===== config.mk =====
export PLATFORM = sky130hd
export DESIGN_NAME = vram_host
export DESIGN_NICKNAME = d
export VERILOG_FILES = /design/src/vram_host.v
export VERILOG_INCLUDE_DIRS = /design/src
export SDC_FILE = /design/constraint.sdc
export NUM_CORES = 1
export LEC_CHECK = 0
export BUFFER_PORTS_ARGS = -buffer_cell sky130_fd_sc_hd__buf_2
export CAP_MARGIN = 40
export CELL_PAD_IN_SITES_DETAIL_PLACEMENT = 2
export CELL_PAD_IN_SITES_GLOBAL_PLACEMENT = 2
export CORE_MARGIN = 8
export CORE_UTILIZATION = 38
export DETAILED_ROUTE_END_ITERATION = 6
export PLACE_DENSITY_LB_ADDON = 0.08
export SYNTH_ARGS = -nofsm -noshare
export SYNTH_HDL_FRONTEND = slang
export SYNTH_SLANG_ARGS = --single-unit

===== constraint.sdc =====
create_clock -name mclk_i -period 2.85 [get_ports mclk_i]
set_clock_uncertainty 0.05 [all_clocks]
set_input_delay 0.4275 -clock mclk_i [delete_from_list [all_inputs] [get_ports mclk_i]]
set_output_delay 0.4275 -clock mclk_i [all_outputs]
set_load 0.02 [all_outputs]

===== src/vram_host_defines.vh =====
// Purpose: Named constants for the video DRAM host controller.
// Assumes: A 100 MHz controller clock and a 32-bit Avalon-MM register port.
// Notes: Byte offsets, field positions, command codes and timing figures.
`ifndef VRAM_HOST_DEFINES_VH
`define VRAM_HOST_DEFINES_VH

`define CLK_PERIOD_NS 10
`define STROBE_PHASE_NS 60
`define STROBE_PHASE_CYC ((`STROBE_PHASE_NS + `CLK_PERIOD_NS - 1) / `CLK_PERIOD_NS)
`define SHIFT_HALF_NS 40
`define SHIFT_HALF_CYC ((`SHIFT_HALF_NS + `CLK_PERIOD_NS - 1) / `CLK_PERIOD_NS)
`define SPLIT_GUARD 8'h04

`define OFF_CMD 5'h00
`define OFF_ADDR 5'h04
`define OFF_DATA 5'h08
`define OFF_STATUS 5'h0c
`define OFF_SERIAL 5'h10
`define OFF_MASK 5'h14

`define ROW_LSB 0
`define COL_LSB 16
`define ST_BUSY 0
`define ST_HALF 1
`define ST_PRIMED 2
`define ST_REFUSED 3

`define OP_FULL_XFER 4'h0
`define OP_SPLIT_XFER 4'h1
`define OP_STOP_SET 4'h2
`define OP_OPT_RESET 4'h3
`define OP_PLAIN_REF 4'h4
`define OP_NORMAL_WR 4'h5
`define OP_MASKED_WR 4'h6
`define OP_BLOCK_WR 4'h7
`define OP_MBLOCK_WR 4'h8
`define OP_LOAD_MASK 4'h9
`define OP_LOAD_COLOR 4'ha

`define STOP_1X256 4'hf
`define STOP_2X128 4'h7
`define STOP_4X64 4'h3
`define STOP_8X32 4'h1
`define STOP_16X16 4'h0

`define HALF_LAST 8'hff

`endif


===== src/vram_host.v =====
// Purpose: Host controller that drives a split-transfer video DRAM through its pins.
// Assumes: Software issues commands over Avalon-MM; the serial clock is made here.
// Notes: One command runs at a time; the serial clock runs independently of it.
// Notes on behaviour
// - Controller refuses any split read transfer until a full read transfer has run.
// - Split transfer: select and write strobe high, transfer strobe low at row fall.
// - Row latched at row fall; column bits 0-7 give tap, top bit ignored.
// - Controller avoids split transfers in the window around a half boundary.
// - Stop-set refresh: column-first, write strobe low, select high; row gives code.
// - Column-first refresh: column strobe low before row strobe falls.
`timescale 1ns/1ps
`default_nettype none
`include "vram_host_defines.vh"

module vram_host #(
    parameter PHASE_CYC = `STROBE_PHASE_CYC,
    parameter SHIFT_HALF = `SHIFT_HALF_CYC
) (
    input wire mclk_i,
    input wire rstn_i,
    input wire ce_i,
    input wire [4:0] avs_address_i,
    input wire avs_read_i,
    input wire avs_write_i,
    input wire [31:0] avs_writedata_i,
    output reg [31:0] avs_readdata_o,
    output reg avs_waitrequest_o,
    output reg ras_n_o,
    output reg cas_n_o,
    output reg transfer_output_enable_n_o,
    output reg write_mask_strobe_n_o,
    output reg special_function_select_o,
    output reg [8:0] addr_o,
    output reg [15:0] dq_o,
    output reg dq_oe_o,
    input wire [15:0] dq_i,
    output reg serial_shift_clock_o,
    output reg serial_port_enable_n_o,
    input wire serial_half_indicator_i
);
    localparam S_IDLE = 3'h0;
    localparam S_SETUP = 3'h1;
    localparam S_RAS = 3'h2;
    localparam S_CAS = 3'h3;
    localparam S_HOLD = 3'h4;
    localparam S_PRE = 3'h5;

    reg [2:0] state_ff;
    reg [7:0] timer_ff;
    reg [3:0] op_ff;
    reg pending_ff;
    reg [8:0] row_ff;
    reg [8:0] col_ff;
    reg [15:0] data_ff;
    reg [15:0] mask_ff;
    reg primed_ff;
    reg refused_ff;
    reg [15:0] shift_left_ff;
    reg [7:0] shift_timer_ff;
    reg [8:0] saddr_ff;
    reg [7:0] split_tap_ff;
    reg split_armed_ff;
    reg half_meta_ff;
    reg half_sync_ff;
    reg [15:0] dq_meta_ff;
    reg [15:0] dq_sync_ff;

    wire is_split = (op_ff == `OP_SPLIT_XFER);
    wire is_xfer = (op_ff == `OP_FULL_XFER) || is_split;
    wire is_ref = (op_ff == `OP_STOP_SET) || (op_ff == `OP_OPT_RESET) ||
                  (op_ff == `OP_PLAIN_REF);
    wire is_block = (op_ff == `OP_BLOCK_WR) || (op_ff == `OP_MBLOCK_WR);
    wire is_masked = (op_ff == `OP_MASKED_WR) || (op_ff == `OP_MBLOCK_WR);
    // Write strobe and select levels at the row fall, select at the column fall.
    wire we_ras = !((op_ff == `OP_STOP_SET) || is_masked);
    wire sel_ras = is_split || (op_ff == `OP_STOP_SET) || (op_ff == `OP_PLAIN_REF) ||
                   (op_ff == `OP_LOAD_MASK) || (op_ff == `OP_LOAD_COLOR);
    wire sel_cas = is_block || (op_ff == `OP_LOAD_COLOR);
    wire [3:0] stop_code = row_ff[7:4];
    wire stop_ok = (stop_code == `STOP_1X256) || (stop_code == `STOP_2X128) ||
                   (stop_code == `STOP_4X64) || (stop_code == `STOP_8X32) ||
                   (stop_code == `STOP_16X16);
    // A split near the end or start of a half could race the device's boundary jump.
    wire in_window = (saddr_ff[7:0] >= (`HALF_LAST - `SPLIT_GUARD)) ||
                     (saddr_ff[7:0] <= `SPLIT_GUARD);
    wire bus_req = (avs_read_i || avs_write_i) && avs_waitrequest_o;
    wire cmd_wr = avs_write_i && (avs_address_i == `OFF_CMD);
    wire can_take = !(cmd_wr && pending_ff);
    wire accept = bus_req && can_take;
    wire shift_rise = (shift_left_ff != 16'h0000) && (shift_timer_ff == 8'h00) &&
                      !serial_shift_clock_o;
    wire phase_done = (timer_ff == 8'h00);
    wire split_launch = (state_ff == S_RAS) && phase_done && is_split;
    wire refuse_now = (state_ff == S_IDLE) && pending_ff &&
                      ((is_split && !primed_ff) ||
                       ((op_ff == `OP_STOP_SET) && !stop_ok));

    reg [31:0] rd_val;
    always @* begin
        rd_val = 32'h00000000;
        case (avs_address_i)
            `OFF_CMD: rd_val = {28'h0000000, op_ff};
            `OFF_ADDR: rd_val = {7'h00, col_ff, 7'h00, row_ff};
            `OFF_DATA: rd_val = {dq_sync_ff, data_ff};
            `OFF_STATUS: rd_val = {28'h0000000, refused_ff, primed_ff, half_sync_ff,
                                   pending_ff};
            `OFF_SERIAL: rd_val = {7'h00, saddr_ff, shift_left_ff};
            `OFF_MASK: rd_val = {16'h0000, mask_ff};
            default: rd_val = 32'h00000000;
        endcase
    end

    always @(posedge mclk_i or negedge rstn_i) begin
        if (!rstn_i) begin
            avs_readdata_o <= 32'h00000000;
            avs_waitrequest_o <= 1'b1;
            op_ff <= 4'h0;
            row_ff <= 9'h000;
            col_ff <= 9'h000;
            data_ff <= 16'h0000;
            mask_ff <= 16'h0000;
            pending_ff <= 1'b0;
            refused_ff <= 1'b0;
            shift_left_ff <= 16'h0000;
        end else if (ce_i) begin
            avs_waitrequest_o <= !accept;
            if (accept && avs_read_i) begin
                avs_readdata_o <= rd_val;
            end
            if (accept && avs_write_i) begin
                case (avs_address_i)
                    `OFF_CMD: op_ff <= avs_writedata_i[3:0];
                    `OFF_ADDR: begin
                        row_ff <= avs_writedata_i[`ROW_LSB +: 9];
                        col_ff <= avs_writedata_i[`COL_LSB +: 9];
                    end
                    `OFF_DATA: data_ff <= avs_writedata_i[15:0];
                    `OFF_MASK: mask_ff <= avs_writedata_i[15:0];
                    default: ;
                endcase
            end
            if (accept && cmd_wr) begin
                pending_ff <= 1'b1;
            end else if (refuse_now || (state_ff == S_PRE && phase_done)) begin
                pending_ff <= 1'b0;
            end
            // A refusal in the same cycle as the clear keeps the flag set.
            if (refuse_now) begin
                refused_ff <= 1'b1;
            end else if (accept && avs_write_i && avs_address_i == `OFF_STATUS &&
                         avs_writedata_i[`ST_REFUSED]) begin
                refused_ff <= 1'b0;
            end
            if (accept && avs_write_i && avs_address_i == `OFF_SERIAL) begin
                shift_left_ff <= avs_writedata_i[15:0];
            end else if (serial_shift_clock_o && shift_timer_ff == 8'h00 &&
                         shift_left_ff != 16'h0000) begin
                shift_left_ff <= shift_left_ff - 16'h0001;
            end
        end
    end

    // Serial clock and a shadow of the device's serial address counter.
    always @(posedge mclk_i or negedge rstn_i) begin
        if (!rstn_i) begin
            serial_shift_clock_o <= 1'b0;
            serial_port_enable_n_o <= 1'b1;
            shift_timer_ff <= 8'h00;
            saddr_ff <= 9'h000;
            split_tap_ff <= 8'h00;
            split_armed_ff <= 1'b0;
            half_meta_ff <= 1'b0;
            half_sync_ff <= 1'b0;
            dq_meta_ff <= 16'h0000;
            dq_sync_ff <= 16'h0000;
        end else if (ce_i) begin
            half_meta_ff <= serial_half_indicator_i;
            half_sync_ff <= half_meta_ff;
            dq_meta_ff <= dq_i;
            dq_sync_ff <= dq_meta_ff;
            // The split transfer never touches the serial port enable.
            serial_port_enable_n_o <= (shift_left_ff == 16'h0000);
            if (shift_left_ff != 16'h0000) begin
                if (shift_timer_ff == 8'h00) begin
                    serial_shift_clock_o <= !serial_shift_clock_o;
                    shift_timer_ff <= SHIFT_HALF[7:0] - 8'h01;
                end else begin
                    shift_timer_ff <= shift_timer_ff - 8'h01;
                end
            end else begin
                serial_shift_clock_o <= 1'b0;
                shift_timer_ff <= 8'h00;
            end
            if (state_ff == S_RAS && phase_done && op_ff == `OP_FULL_XFER) begin
                saddr_ff <= col_ff;
                split_armed_ff <= 1'b0;
            end else if (shift_rise && saddr_ff[7:0] == `HALF_LAST) begin
                if (split_armed_ff) begin
                    saddr_ff <= {!saddr_ff[8], split_tap_ff};
                    split_armed_ff <= 1'b0;
                end else begin
                    saddr_ff <= saddr_ff + 9'h001;
                end
            end else if (shift_rise) begin
                saddr_ff <= saddr_ff + 9'h001;
            end
            if (split_launch) begin
                split_tap_ff <= col_ff[7:0];
                split_armed_ff <= 1'b1;
            end
        end
    end

    // Strobe sequencer: setup, row fall, column fall, hold, precharge.
    always @(posedge mclk_i or negedge rstn_i) begin
        if (!rstn_i) begin
            state_ff <= S_IDLE;
            timer_ff <= 8'h00;
            primed_ff <= 1'b0;
            ras_n_o <= 1'b1;
            cas_n_o <= 1'b1;
            transfer_output_enable_n_o <= 1'b1;
            write_mask_strobe_n_o <= 1'b1;
            special_function_select_o <= 1'b0;
            addr_o <= 9'h000;
            dq_o <= 16'h0000;
            dq_oe_o <= 1'b0;
        end else if (ce_i) begin
            if (!phase_done) begin
                timer_ff <= timer_ff - 8'h01;
            end
            case (state_ff)
                S_IDLE: begin
                    if (pending_ff && !refuse_now && !(is_split && in_window)) begin
                        state_ff <= S_SETUP;
                        timer_ff <= PHASE_CYC[7:0] - 8'h01;
                        addr_o <= row_ff;
                        cas_n_o <= !is_ref;
                        transfer_output_enable_n_o <= !is_xfer;
                        write_mask_strobe_n_o <= we_ras;
                        special_function_select_o <= sel_ras;
                        dq_o <= mask_ff;
                        dq_oe_o <= is_masked;
                    end
                end
                S_SETUP: if (phase_done) begin
                    state_ff <= S_RAS;
                    timer_ff <= PHASE_CYC[7:0] - 8'h01;
                    ras_n_o <= 1'b0;
                end
                S_RAS: if (phase_done) begin
                    timer_ff <= PHASE_CYC[7:0] - 8'h01;
                    dq_oe_o <= 1'b0;
                    if (op_ff == `OP_FULL_XFER) begin
                        primed_ff <= 1'b1;
                    end
                    if (is_ref) begin
                        state_ff <= S_HOLD;
                    end else begin
                        state_ff <= S_CAS;
                        cas_n_o <= 1'b0;
                        special_function_select_o <= sel_cas;
                        transfer_output_enable_n_o <= 1'b1;
                        if (is_split) begin
                            addr_o <= {1'b0, col_ff[7:0]};
                        end else if (is_block) begin
                            addr_o <= {col_ff[8:3], 3'h0};
                        end else begin
                            addr_o <= col_ff;
                        end
                        if (!is_xfer) begin
                            write_mask_strobe_n_o <= 1'b0;
                            dq_o <= data_ff;
                            dq_oe_o <= 1'b1;
                        end
                    end
                end
                S_CAS: if (phase_done) begin
                    state_ff <= S_HOLD;
                    timer_ff <= PHASE_CYC[7:0] - 8'h01;
                end
                S_HOLD: if (phase_done) begin
                    state_ff <= S_PRE;
                    timer_ff <= PHASE_CYC[7:0] - 8'h01;
                    ras_n_o <= 1'b1;
                    cas_n_o <= 1'b1;
                    transfer_output_enable_n_o <= 1'b1;
                    write_mask_strobe_n_o <= 1'b1;
                    special_function_select_o <= 1'b0;
                    dq_oe_o <= 1'b0;
                end
                S_PRE: if (phase_done) begin
                    state_ff <= S_IDLE;
                end
                default: state_ff <= S_IDLE;
            endcase
        end
    end
endmodule
`default_nettype wire


==> metrics.cfg <==
[run_status]
status=finished, final reports clean

[floorplan]
top_level_ports=125
core_area_um2=26600
rows=60
initial_core_util=0.382
die_h_um=180
fp.dieW_um=180
dieArea_um2=32200

[logic_synthesis]
yosys-top-cells-area=dfrtp_1, mux2_2, nand2_1
async_reset_ff_frac=1.00
synthCells=941
synth-compound-area-share=0.137
ys_warn_count=0
synthAdderAreaFrac=0.00985
synth_top_area_cell=dfrtp_1
synthFlopType=dfrtp_1
synth-xor-area-share=0.00862
netlist_area_um2=10200
avgSynthCellArea_um2=10.8
synth_seq_area_share=0.518
synth_top_area_frac=0.502
synth_most_common_cell=dfrtp_1
synth_edf_count=0
muxShareOfSynthArea=0.149
synth_top_family_by_area=multiplexers
synthTopCellsByCount=dfrtp_1, mux2_2, nand2_1
synth_seq_cells=210
syn_nets=1008
synth_cell_types=72
yosys.area_share.simple=0.142

[worst_setup_path]
r2r_cells=7
crit_required_ps=3210
critical_path_class=reg2reg
r2r_slack_ps=220
r2r-start=op_ff[2]$_DFFE_PN0P_
cp-start-kind=flop
r2r_end=dq_o[2]$_DFFE_PN0P_
end_kind=flop
cp-startpoint=op_ff[2]$_DFFE_PN0P_
cp_max_fo=16
critPathArrivalTime_ps=2990
crit_end=dq_o[2]$_DFFE_PN0P_

[routing]
drt-total-wl_um=33000
detail-route-antenna-nets=0
firstDrtPassIters=5
via_per_inst=5.64
drc_errors=0
wl_per_cell_um=23.0
drt_iter0_markers=489
via_count=8104

[job]
maxCapViolCount=0

[cts]
cts_buffers=24
cts_max_path_buffers=3
cts-root-buf=clkbuf_16
clkLatencyLatePin_ps=540
clk_pin_slew_ps=60
cts_tree=done
cts_sinks=210
htree_levels=1

[timing]
relSlewSlack=0.542
fmax_ghz=0.380
worst_pin_slew_ps=681
min_period_ps=2630
fin_crit_sh=0.924
whs_ps=68.3
fin_tns_setup_ps=0
drv_slew=0
setup_viol_count_final=0
rsz0062_at_grt=no
finalHoldViolCount=0

[place]
io_buffers=117
dp_cells=1393
gp_congestion=0.779
dp_hpwl_um=23400

[finish]
final_cells=1438
multi_input_area_um2=4570
fillers=2774
area_growth_pct=20.8
register_area_um2=5260
post-route-util=0.462
diodes=0
drive_gt1_frac=0.335
layout.nets=1146

[power]
peakVddDrop_mv=0.451
p_leak_nw=5.66
powerDensity_nw_per_um2=725
totalPowerFinal_mw=8.89

[min_path]
hold_path_class=in2reg

[global_route]
grt_pass1_vias=9080
grt_max_degree=73
grt_first_pass_wirelength_um=52900
grt_use_total=0.203
grt_antenna_before_repair=0
grt-ovfl-total=0

layout by cell type, fill, tap and decap left out, drive strengths merged, types with 7 or more instances in the layout:
master    n
dfrtp   204
buf     169
mux2    125
nand2   100
nor2     75
a21oi    45
o21ai    45
nand3    32
clkbuf   31
nor3     26
inv      25
a222oi   21
a31oi    19
a22oi    12
nand2b   10
a22o     10
nor4     10
and3      8
ha        8
or3       7
mux2i     7
clkinv    7
nor3b     7
worst min path at each step:
stage / startpoint / end / cells after the start
2_1_floorplan: rstn_i / addr_o[0]$_DFFE_PN0P_ / 0
4_1_cts: dq_i[7] / dq_meta_ff[7]$_DFFE_PN0P_ / 2
5_1_grt: dq_i[3] / dq_meta_ff[3]$_DFFE_PN0P_ / 2
3_3_place_gp: rstn_i / dq_o[9]$_DFFE_PN0P_ / 1
3_5_place_dp: rstn_i / dq_o[9]$_DFFE_PN0P_ / 1
6_report: dq_i[7] / dq_meta_ff[7]$_DFFE_PN0P_ / 2
layer usage:
layer  global-route usage  up-vias  part of all wire
met3               0.0282       48             0.030
met4               0.0550        0             0.023
met2                0.370      130              0.52
met5                    0        -                 0
li1                     -     3695                 -
met1                0.248     4231              0.43
metrics by stage:
stage | setup slack [ps] | instance area, um^2
after detailed placement | 213 | 11400
final | 215 | 12300
after global placement | 224 | 11400
after global routing | 35.7 | 12300
after floorplan | 525 | 10200
after CTS | 194 | 12300
flip-flops by register name (all words and copies together) (netlist names), 3 cells and up:
name and flops:
col_ff 9, state_ff 3, shift_left_ff 16, op_ff 4, data_ff 16, dq_meta_ff 16, avs_readdata_o 32, shift_timer_ff 8
saddr_ff 9, row_ff 9, mask_ff 16, dq_sync_ff 16, timer_ff 8, addr_o 9, dq_o 16, split_tap_ff 8
cell families (layout without fill, tap and decap cells):
| family | after synthesis | in the layout |
|---|---|---|
| fa+ha+maj | 8 | 8 |
| compound gates | 200 | 200 |
| flops | 210 | 210 |
| buf+inv | 83 | 239 |
| simple gates | 298 | 298 |
| mux | 132 | 132 |
| xor+xnor | 10 | 10 |
critical path, cell delays in order, from the launching register on:
cell      delay (ps)
dfrtp_1          440
or4b_1           680
nor2_2           150
o211ai_2         170
a31oi_4          280
a211o_1          170
buf_12           200
mux2_2           350
timing repair:
action                                 in CTS  in global routing
hold buffers                                1                  0
buffers inserted                            0                  0
endpoints found under the hold margin      68                  0
resized for setup                           0                  1
setup endpoints to repair                   0                  1
power breakdown:
| group | switching [mW] | leakage, nW | total [mW] | internal, mW |
|---|---|---|---|---|
| sequential | 0.432 | 2.68 | 3.89 | 3.46 |
| combinational | 0.967 | 2.57 | 1.69 | 0.724 |
| clock | 1.32 | 0.409 | 3.31 | 1.99 |
| total | 2.72 | 5.66 | 8.89 | 6.18 |
final cells by class:
type	count	area share
flip-flops and latches	210	0.429
multi-input cells	648	0.372
repair buffers	170	0.0879
clock buffers	31	0.0535
well taps	341	0.0348
clock inverters	13	0.0148
inverters	25	0.00785
(Power assumes the default switching activity.)
